$ cat src/rtl/adcr_pkg.sv
// Purpose: Shared constants for the converter output configuration block
// Assumes: 8-bit registers reached over a 16-bit serial word
// Notes: Don't-care bits are stored as zero and read back as zero
package adcr_pkg;
    // Serial word layout
    localparam int WORD_BITS = 16;
    localparam logic [4:0] CNT_ADDR_DONE = 5'h08;
    localparam logic [4:0] CNT_WORD_DONE = 5'h10;
    localparam int RW_POS = 15;
    // Register addresses
    localparam logic [6:0] ADDR_SOFT_RESET = 7'h00;
    localparam logic [6:0] ADDR_POWER_DOWN = 7'h01;
    localparam logic [6:0] ADDR_CLOCK_TIMING = 7'h02;
    localparam logic [6:0] ADDR_DRIVER_CONFIG = 7'h03;
    localparam logic [6:0] ADDR_FORMAT_CONFIG = 7'h04;
    // Reset values and writable bit masks
    localparam logic [7:0] REG_RESET_VAL = 8'h00;
    localparam logic [7:0] MASK_POWER_DOWN = 8'h03;
    localparam logic [7:0] MASK_CLOCK_TIMING = 8'h0f;
    localparam logic [7:0] MASK_DRIVER_CONFIG = 8'h7f;
    localparam logic [7:0] MASK_FORMAT_CONFIG = 8'h3f;
    // Field positions
    localparam int SOFT_RESET_POS = 7;
    localparam int CLK_INVERT_POS = 3;
    localparam int CLK_PHASE_LSB = 1;
    localparam int STABILIZER_POS = 0;
    localparam int LVDS_CUR_LSB = 4;
    localparam int TERM_POS = 3;
    localparam int OUT_DISABLE_POS = 2;
    localparam int OUT_FMT_LSB = 0;
    localparam int TEST_PAT_LSB = 3;
    localparam int POLARITY_POS = 2;
    localparam int SCRAMBLE_POS = 1;
    localparam int TWOS_POS = 0;
    // Test pattern codes
    localparam logic [2:0] PAT_OFF = 3'h0;
    localparam logic [2:0] PAT_ZEROS = 3'h1;
    localparam logic [2:0] PAT_ONES = 3'h3;
    localparam logic [2:0] PAT_CHECKER = 3'h5;
    localparam logic [2:0] PAT_ALTERNATE = 3'h7;
    // Checkerboard and alternate bit masks
    localparam logic [15:0] CHECKER_WORD = 16'h5555;
    localparam logic [15:0] ODD_BITS = 16'haaaa;
endpackage

$ cat src/rtl/adcr_cfg_if.sv
// Purpose: Link between serial port and register bank
// Assumes: One clock domain, write strobe is a one-cycle pulse
// Notes: Address is valid for reads once the address byte is in
`timescale 1ns/1ps
interface adcr_cfg_if;
    logic wr_stb;
    logic [6:0] addr;
    logic [7:0] wdata;
    logic [7:0] rdata;
    modport port (output wr_stb, output addr, output wdata, input rdata);
    modport bank (input wr_stb, input addr, input wdata, output rdata);
endinterface

$ cat src/rtl/adcr_output_config.sv
// Purpose: Output clock, driver and format configuration of a dual ADC
// Assumes: Samples arrive on clk with a valid strobe; serial pins synced inside the serial port
// Notes: Analog settings leave as register-driven control levels
`timescale 1ns/1ps
// Function
// (RULE1) Timing bit 3 inverts the output clock polarity.
// (RULE2) Timing bits 2-1 pick output clock delay: none, 1/8, 1/4, 3/8.
// (RULE3) Host enables the duty cycle stabilizer whenever phase delay is used.
// (RULE4) Timing bit 0 switches the duty cycle stabilizer on or off.
// (RULE5) Timing bits 7-4 are ignored.
// (RULE6) Driver bits 6-4 select LVDS current; code 011 unused.
// (RULE7) Driver bit 3 enables internal termination and doubles drive current.
// (RULE8) Driver bit 2 high disables outputs to high impedance.
// (RULE9) Host should nap or sleep both channels when outputs are disabled.
// (RULE10) Driver bits 1-0 pick full-rate, DDR LVDS or DDR single-ended.
// (RULE11) Format bits 5-3 pick off, zeros, ones, checkerboard or alternating.
// (RULE12) Alternating toggles all bits; checkerboard swaps two complements.
// (RULE13) Format bit 2 sets alternate bit polarity and forces offset binary.
// (RULE14) Format bit 1 enables the output randomizer.
// (RULE15) Format bit 0 selects two's complement, else offset binary.
// (RULE16) Registers decode at addresses 02h, 03h and 04h, eight bits each.
// (RULE17) A transfer is read/write bit, seven address bits, eight data bits.
// (RULE18) First sixteen rising serial clocks latch data; chip select ends it.
// (RULE19) Reads return register data, change nothing and ignore input data.
// (RULE20) Software reset clears all mode registers to 00h.
// (RULE21) New values reach the outputs only after a complete write.
module adcr_output_config
    import adcr_pkg::*;
(
    // Clock and reset
    input wire logic clk,
    input wire logic srst,
    // Serial configuration pins
    input wire logic cs_n,
    input wire logic sck,
    input wire logic sdi,
    output logic sdo_o,
    output logic sdo_oe_n,
    // Converter samples
    input wire logic sample_valid,
    input wire logic [15:0] sample_data,
    input wire logic sample_overflow,
    // Formatted output data
    output logic out_valid,
    output logic [15:0] out_data,
    output logic overflow_flag,
    output logic out_oe_n,
    output logic sample_clock_out,
    // Clock, driver and power-down controls
    output logic output_clock_invert,
    output logic [1:0] output_clock_phase_delay,
    output logic duty_cycle_stabilizer_en,
    output logic [2:0] lvds_drive_current,
    output logic lvds_internal_term_en,
    output logic lvds_current_double,
    output logic output_disable,
    output logic [1:0] output_format_select,
    output logic [1:0] power_down_mode
);
    adcr_cfg_if cfg_bus ();

    logic [7:0] pwr_reg, next_pwr_reg;
    logic [7:0] output_clock_timing, next_output_clock_timing;
    logic [7:0] output_driver_config, next_output_driver_config;
    logic [7:0] sample_format_config, next_sample_format_config;
    logic [2:0] test_pattern_select;
    logic alternate_bit_polarity_en;
    logic output_scrambler_en;
    logic twos_complement_en;
    logic pat_phase, next_pat_phase;
    logic [15:0] next_out_data;
    logic next_overflow;
    logic next_out_valid;
    logic clk_toggle, next_clk_toggle;
    logic [15:0] coded;

    // Serial front end
    adcr_serial_port adcr_serial_port_i (
        .clk(clk),
        .srst(srst),
        .cs_n(cs_n),
        .sck(sck),
        .sdi(sdi),
        .sdo_o(sdo_o),
        .sdo_oe_n(sdo_oe_n),
        .cfg(cfg_bus.port)
    );

    // Register writes land only on the end-of-word strobe
    always_comb
    begin
        next_pwr_reg = pwr_reg;
        next_output_clock_timing = output_clock_timing;
        next_output_driver_config = output_driver_config;
        next_sample_format_config = sample_format_config;
        if (cfg_bus.wr_stb)
        begin
            unique case (cfg_bus.addr)
                ADDR_SOFT_RESET:
                begin
                    if (cfg_bus.wdata[SOFT_RESET_POS])
                    begin
                        // Self-clearing: nothing of it is stored
                        next_pwr_reg = REG_RESET_VAL; // (RULE20)
                        next_output_clock_timing = REG_RESET_VAL;
                        next_output_driver_config = REG_RESET_VAL;
                        next_sample_format_config = REG_RESET_VAL;
                    end
                end
                ADDR_POWER_DOWN:
                    next_pwr_reg = cfg_bus.wdata & MASK_POWER_DOWN;
                ADDR_CLOCK_TIMING:
                    next_output_clock_timing =
                        cfg_bus.wdata & MASK_CLOCK_TIMING; // (RULE5) (RULE16)
                ADDR_DRIVER_CONFIG:
                    next_output_driver_config =
                        cfg_bus.wdata & MASK_DRIVER_CONFIG; // (RULE16)
                ADDR_FORMAT_CONFIG:
                    next_sample_format_config =
                        cfg_bus.wdata & MASK_FORMAT_CONFIG; // (RULE16)
                default:
                    next_pwr_reg = pwr_reg;
            endcase
        end
    end

    always_ff @(posedge clk)
    begin
        if (srst)
        begin
            pwr_reg <= REG_RESET_VAL;
            output_clock_timing <= REG_RESET_VAL;
            output_driver_config <= REG_RESET_VAL;
            sample_format_config <= REG_RESET_VAL;
        end
        else
        begin
            pwr_reg <= next_pwr_reg;
            output_clock_timing <= next_output_clock_timing;
            output_driver_config <= next_output_driver_config;
            sample_format_config <= next_sample_format_config;
        end
    end

    // Read mux; unmapped and write-only addresses read as zero
    always_comb
    begin
        unique case (cfg_bus.addr)
            ADDR_POWER_DOWN: cfg_bus.rdata = pwr_reg;
            ADDR_CLOCK_TIMING: cfg_bus.rdata = output_clock_timing;
            ADDR_DRIVER_CONFIG: cfg_bus.rdata = output_driver_config;
            ADDR_FORMAT_CONFIG: cfg_bus.rdata = sample_format_config;
            default: cfg_bus.rdata = 8'h00;
        endcase
    end

    // Control fields straight from the registers
    assign output_clock_invert =
        output_clock_timing[CLK_INVERT_POS]; // (RULE1)
    assign output_clock_phase_delay =
        output_clock_timing[CLK_PHASE_LSB +: 2]; // (RULE2)
    assign duty_cycle_stabilizer_en =
        output_clock_timing[STABILIZER_POS]; // (RULE4)
    assign lvds_drive_current =
        output_driver_config[LVDS_CUR_LSB +: 3]; // (RULE6)
    assign lvds_internal_term_en = output_driver_config[TERM_POS]; // (RULE7)
    assign lvds_current_double = output_driver_config[TERM_POS]; // (RULE7)
    assign output_disable = output_driver_config[OUT_DISABLE_POS]; // (RULE8)
    assign out_oe_n = output_driver_config[OUT_DISABLE_POS]; // (RULE8)
    assign output_format_select =
        output_driver_config[OUT_FMT_LSB +: 2]; // (RULE10)
    assign power_down_mode = pwr_reg[1:0];
    assign test_pattern_select =
        sample_format_config[TEST_PAT_LSB +: 3]; // (RULE11)
    assign alternate_bit_polarity_en = sample_format_config[POLARITY_POS];
    assign output_scrambler_en = sample_format_config[SCRAMBLE_POS];
    assign twos_complement_en = sample_format_config[TWOS_POS];

    // Coding chain: format, then randomizer, then bit polarity
    always_comb
    begin
        coded = sample_data;
        // Polarity mode overrides two's complement
        if (twos_complement_en && !alternate_bit_polarity_en)
            coded[15] = ~coded[15]; // (RULE13) (RULE15)
        // Randomizer folds the LSB into every upper bit
        if (output_scrambler_en)
            coded[15:1] = coded[15:1] ^ {15{coded[0]}}; // (RULE14)
        if (alternate_bit_polarity_en)
            coded = coded ^ ODD_BITS; // (RULE13)
    end

    // Output stage, advanced once per sample
    always_comb
    begin
        next_out_valid = sample_valid;
        next_out_data = out_data;
        next_overflow = overflow_flag;
        next_pat_phase = pat_phase;
        next_clk_toggle = clk_toggle;
        if (sample_valid)
        begin
            next_clk_toggle = ~clk_toggle;
            next_pat_phase = ~pat_phase;
            unique case (test_pattern_select) // (RULE11)
                PAT_ZEROS:
                begin
                    next_out_data = 16'h0000;
                    next_overflow = 1'b0;
                end
                PAT_ONES:
                begin
                    next_out_data = 16'hffff;
                    next_overflow = 1'b1;
                end
                PAT_CHECKER:
                begin
                    // Two complementary interleaved words
                    next_out_data = pat_phase ? ~CHECKER_WORD
                        : CHECKER_WORD; // (RULE12)
                    next_overflow = ~pat_phase;
                end
                PAT_ALTERNATE:
                begin
                    next_out_data = {16{pat_phase}}; // (RULE12)
                    next_overflow = pat_phase;
                end
                default:
                begin
                    // Unused codes behave as patterns off
                    next_out_data = coded;
                    next_overflow = sample_overflow;
                end
            endcase
        end
    end

    always_ff @(posedge clk)
    begin
        if (srst)
        begin
            out_valid <= 1'b0;
            out_data <= 16'h0000;
            overflow_flag <= 1'b0;
            pat_phase <= 1'b0;
            clk_toggle <= 1'b0;
        end
        else
        begin
            out_valid <= next_out_valid;
            out_data <= next_out_data;
            overflow_flag <= next_overflow;
            pat_phase <= next_pat_phase;
            clk_toggle <= next_clk_toggle;
        end
    end

    // Sample clock image; real phase delay is applied by the analog driver
    assign sample_clock_out = clk_toggle ^ output_clock_invert; // (RULE1)
endmodule

$ cat src/rtl/adcr_serial_port.sv
// Purpose: Serial slave that decodes 16-bit read/write words
// Assumes: Serial pins are asynchronous and slow against clk
// Notes: Read data leaves on falling serial clock edges, MSB first
`timescale 1ns/1ps
module adcr_serial_port
    import adcr_pkg::*;
(
    // Clock and reset
    input wire logic clk,
    input wire logic srst,
    // Serial pins
    input wire logic cs_n,
    input wire logic sck,
    input wire logic sdi,
    output logic sdo_o,
    output logic sdo_oe_n,
    // Register bank side
    adcr_cfg_if.port cfg
);
    typedef enum logic {ADCR_IDLE, ADCR_XFER} adcr_state_e;

    logic [2:0] meta;
    logic [2:0] sync;
    logic sck_d;
    adcr_state_e state, next_state;
    logic [4:0] bit_cnt, next_bit_cnt;
    logic [15:0] shreg, next_shreg;
    logic [7:0] rd_shift, next_rd_shift;
    logic rd_active, next_rd_active;
    logic wr_stb, next_wr_stb;
    logic sck_rise;
    logic sck_fall;

    // Two-stage synchronisers; only the second stage is read
    always_ff @(posedge clk)
    begin
        meta <= {cs_n, sck, sdi};
        sync <= meta;
        sck_d <= sync[1];
    end

    assign sck_rise = sync[1] & ~sck_d;
    assign sck_fall = ~sync[1] & sck_d;

    // Transfer sequencing
    always_comb
    begin
        next_state = state;
        next_bit_cnt = bit_cnt;
        next_shreg = shreg;
        next_rd_shift = rd_shift;
        next_rd_active = rd_active;
        next_wr_stb = 1'b0;
        unique case (state)
            ADCR_IDLE:
            begin
                next_rd_active = 1'b0;
                if (!sync[2])
                begin
                    next_state = ADCR_XFER;
                    next_bit_cnt = 5'h00;
                end
            end
            ADCR_XFER:
            begin
                if (sync[2])
                begin
                    // Write only on a complete word; reads change nothing
                    next_state = ADCR_IDLE; // (RULE18)
                    next_rd_active = 1'b0;
                    next_wr_stb = (bit_cnt == CNT_WORD_DONE)
                        & ~shreg[RW_POS]; // (RULE17) (RULE19) (RULE21)
                end
                else if (sck_rise && bit_cnt != CNT_WORD_DONE)
                begin
                    // Edges past the sixteenth are dropped
                    next_shreg = {shreg[14:0], sync[0]}; // (RULE18)
                    next_bit_cnt = bit_cnt + 5'h01;
                end
                else if (sck_fall && bit_cnt == CNT_ADDR_DONE
                    && shreg[7] && !rd_active)
                begin
                    // Read word: load register after the address byte
                    next_rd_active = 1'b1; // (RULE19)
                    next_rd_shift = cfg.rdata;
                end
                else if (sck_fall && rd_active && bit_cnt > CNT_ADDR_DONE)
                begin
                    next_rd_shift = {rd_shift[6:0], 1'b0};
                end
            end
        endcase
    end

    always_ff @(posedge clk)
    begin
        if (srst)
        begin
            state <= ADCR_IDLE;
            bit_cnt <= 5'h00;
            shreg <= 16'h0000;
            rd_shift <= 8'h00;
            rd_active <= 1'b0;
            wr_stb <= 1'b0;
        end
        else
        begin
            state <= next_state;
            bit_cnt <= next_bit_cnt;
            shreg <= next_shreg;
            rd_shift <= next_rd_shift;
            rd_active <= next_rd_active;
            wr_stb <= next_wr_stb;
        end
    end

    // Address comes from the low byte while reading, high byte at the end
    assign cfg.addr = (bit_cnt == CNT_WORD_DONE) ? shreg[14:8] : shreg[6:0];
    assign cfg.wdata = shreg[7:0];
    assign cfg.wr_stb = wr_stb;

    // Open drain: pull low only for a zero read bit
    assign sdo_o = 1'b0;
    assign sdo_oe_n = ~(rd_active & ~rd_shift[7]); // (RULE19)
endmodule

$ cat config.mk
export PLATFORM = sky130hd
export DESIGN_NAME = adcr_output_config
export DESIGN_NICKNAME = d
export VERILOG_FILES = /design/src/rtl/adcr_pkg.sv /design/src/rtl/adcr_cfg_if.sv /design/src/rtl/adcr_output_config.sv /design/src/rtl/adcr_serial_port.sv
export SDC_FILE = /design/constraint.sdc
export NUM_CORES = 1
export LEC_CHECK = 0
export BUFFER_PORTS_ARGS = -buffer_cell sky130_fd_sc_hd__clkbuf_2
export CAP_MARGIN = 20
export CELL_PAD_IN_SITES_DETAIL_PLACEMENT = 1
export CELL_PAD_IN_SITES_GLOBAL_PLACEMENT = 1
export CORE_UTILIZATION = 45
export DETAILED_ROUTE_END_ITERATION = 8
export GPL_TIMING_DRIVEN = 0
export PLACE_DENSITY_LB_ADDON = 0.25
export SYNTH_ARGS = -nofsm -noshare
export SYNTH_HDL_FRONTEND = slang
export SYNTH_SLANG_ARGS = --single-unit
$ cat constraint.sdc
create_clock -name clk -period 6.8 [get_ports clk]
set_input_delay 1.02 -clock clk [delete_from_list [all_inputs] [get_ports clk]]
set_output_delay 1.02 -clock clk [all_outputs]
set_load 0.01 [all_outputs]
==> impl_metrics.json <==
{
  "hold_class": "reg -> reg",
  "yosysSeqAreaShare": 0.448,
  "grt_pass1_wl_um": 16300,
  "io_pins": 59,
  "grt_pass1_vias": 3277,
  "synth_top_family_by_area": "compound AO/OA/AOI/OAI gates",
  "postSynthAreaPerCell_um2": 9.07,
  "final_cell_mix": "78 x dfxtp_1, 57 x clkbuf_2, 45 x nand2_1",
  "synth_edf_count": 0,
  "drt-met1-wl_um": 4370,
  "swShare": 0.238,
  "synthMuxAreaShare": 0.0485,
  "area_delta_synth_final_pct": 17.7,
  "critical_path_arrival_ps": 3020,
  "placed_cells": 540,
  "topRoutingLayerUsed": "met4",
  "antennaDiodeCount": 0,
  "synth-compound-area-share": 0.208,
  "hold_viol": 0,
  "path_class": "reg -> reg",
  "die_y_um": 90.0,
  "synth_fp_nets": 409,
  "path_clk_slew_ps": 80,
  "cp_num_buf_inv": 2,
  "numCtsBuffers": 9,
  "async_reset_ff_frac": 0,
  "synth_cell_types": 61,
  "cts_max_path_buffers": 2,
  "setup_tns_ps": 0,
  "drtAntennaViolNets": 0,
  "antenna_found_initial": 0,
  "initialDrtViolationCount": 112,
  "core_area_um2": 7370,
  "holdPathEnd": "adcr_serial_port_i.sync[0]",
  "final.period_utilization": 0.408,
  "start_kind": "flip-flop",
  "place_hpwl_um": 6910,
  "synth.ff_latch_count": 78,
  "r2r_slack_ps": 4030,
  "cts-htree-levels": 3,
  "p_switching_uw": 213,
  "r2r-end": "adcr_serial_port_i.rd_shift[1]",
  "maxCapViolations": 0,
  "synthAdderAreaFrac": 0.00718,
  "final_nets": 477,
  "r2r_cells": 9,
  "die_w_um": 90.0,
  "grt.total_usage": 0.254,
  "pwr-share-seq": 0.532,
  "rsz0062_at_grt": "no",
  "peakVddDrop_v": 0.000111,
  "drive_above_1_share": 0.225,
  "top_regs": "adcr_serial_port_i.shreg (16), out_data (16), adcr_serial_port_i.rd_shift (8)",
  "synthXorXnorAreaFrac": 0.0528,
  "yosys_warnings": 0,
  "grt_max_degree": 14,
  "clkLatencyLatePin_ps": 350,
  "final_cell_count_no_fill": 556,
  "power.density_nw_per_um2": 218,
  "wl_met2_um": 4980,
  "clkPwrFrac": 0.404,
  "crit_slowest_cell": "mux2i_4",
  "globalplace.congestion": 0.847,
  "p_comb_frac": 0.065,
  "internal_power_uw": 681,
  "cts_resized": 0,
  "syn_inst": 384,
  "whs_path_depth": 0,
  "cp_max_fo": 9,
  "p_leak_uw": 0.00161,
  "dr.pass1.iters": 4,
  "grt_overflow": 0,
  "fmax_ghz": 0.361,
  "tightest_slew_ps": 1000,
  "netlist_area_um2": 3480,
  "cpPeakStageDelay_ps": 480,
  "fp-row-count": 31,
  "dieArea_um2": 8100,
  "drv_slew": 0,
  "vias": 3182,
  "finClkSkew_ps": 6.12,
  "critPathRequiredTime_ps": 7040,
  "met3_length_um": 334,
  "timing.rr.start": "adcr_serial_port_i.bit_cnt[0]",
  "cpLargestDelayFamily": "multiplexers",
  "path_cells": "inv_1 > ha_1 > nand4bb_1 > buf_2 > mux2i_4 > mux2_2 > a222oi_1 > nor2_1 > o221a_2",
  "cts_tree": "built",
  "critPathCaptureType": "flip-flop",
  "clockRootBuffer": "clkbuf_8",
  "hp-start": "adcr_serial_port_i.meta[0]",
  "viasPerCell": 5.72,
  "start_util": 0.473,
  "final_util": 0.557,
  "route.detailed.drc": 0,
  "final_common_cell": "dfxtp_1",
  "wl_per_cell_um": 17.9,
  "setup_viol": 0,
  "portBuffers": 57,
  "relSlewSlack": 0.327,
  "min_period_ps": 2770,
  "hold_buffers": 0,
  "clock-sinks": 78,
  "status": "complete, no violations",
  "synth-simple-area-share": 0.190,
  "synth_ff_type": "dfxtp_1",
  "wirelength_um": 9940,
  "post_cts_buffers": 0
}
[cells by family (layout without fill, tap and decap cells)]
family	count (synthesis)	after routing
flops	78	78
simple gates	133	133
mux	15	15
xor+xnor	21	21
fa+ha+maj	2	2
buf+inv	35	108
compound gates	99	99
other cells	1	1
[final cells by class]
| cell class | count | area (um^2) |
|---|---|---|
| Timing Repair Buffer | 57 | 285 |
| Buffer | 28 | 129 |
| Tap cell | 99 | 124 |
| Fill cell | 891 | 3270 |
| Inverter | 7 | 26.3 |
| Sequential cell | 78 | 1560 |
| Clock inverter | 5 | 57.6 |
| Multi-Input combinational cell | 271 | 1770 |
| Clock buffer | 11 | 151 |
[cells in the mapped netlist, types with 3 or more instances]
master / count / share of area
a211oi_1: 3 / 0.0065
a21oi_1: 36 / 0.052
a22o_1: 7 / 0.018
a32oi_1: 6 / 0.015
and3_1: 4 / 0.0072
buf_2: 4 / 0.0057
buf_4: 3 / 0.0065
clkbuf_1: 19 / 0.020
dfxtp_1: 78 / 0.45
inv_1: 6 / 0.0065
mux2_2: 5 / 0.016
mux2i_1: 9 / 0.026
nand2_1: 45 / 0.048
nand2b_1: 6 / 0.011
nand3_1: 7 / 0.010
nand4_1: 3 / 0.0054
nor2_1: 35 / 0.038
nor2b_1: 5 / 0.0090
nor3_1: 10 / 0.014
o211a_1: 7 / 0.020
o211ai_1: 3 / 0.0065
o21ai_0: 11 / 0.016
o221a_2: 3 / 0.0097
or3_1: 4 / 0.0072
xnor2_1: 10 / 0.025
xor2_1: 11 / 0.028
[worst max-delay path by stage]
stage                                        from                        endpoint  slack (ps)  cells after the start
floorplan                          sample_data[0]                     out_data[5]        4360                      5
global placement                   sample_data[0]                     out_data[5]        3990                      6
detailed placement                 sample_data[0]                     out_data[9]        3950                      6
CTS                 adcr_serial_port_i.bit_cnt[0]  adcr_serial_port_i.rd_shift[0]        4090                      9
global route        adcr_serial_port_i.bit_cnt[0]  adcr_serial_port_i.rd_shift[1]        3860                      9
finish              adcr_serial_port_i.bit_cnt[0]  adcr_serial_port_i.rd_shift[1]        4030                      9
[power groups by stage]
stage | combinational (uW) | clock, uW | sequential, uW
6_report | 57.9 | 361 | 475
5_1_grt | 62.7 | 393 | 477
4_1_cts | 58.2 | 368 | 475
3_5_place_dp | 57.5 | 0 | 486
3_3_place_gp | 55.2 | 0 | 485
2_1_floorplan | 28.9 | 0 | 488
[metrics by stage]
stage                     worst slack, ps  total power, uW  cell area (um^2)  hold WS [ps]
after global placement               3990              540              3890           312
final                                4030              894              4100           331
after global routing                 3860              932              4100           352
after CTS                            4090              902              4100           335
after detailed placement             3950              543              3890           315
after floorplan                      4360              517              3480           310
[metal layers]
| metal | vias up | track usage |
|---|---|---|
| met3 | 24 | 0.0423 |
| li1 | 1505 | - |
| met5 | - | 0 |
| met1 | 1588 | 0.307 |
| met4 | 0 | 0.114 |
| met2 | 65 | 0.444 |
No activity file was read; power rests on OpenSTA's default activity.
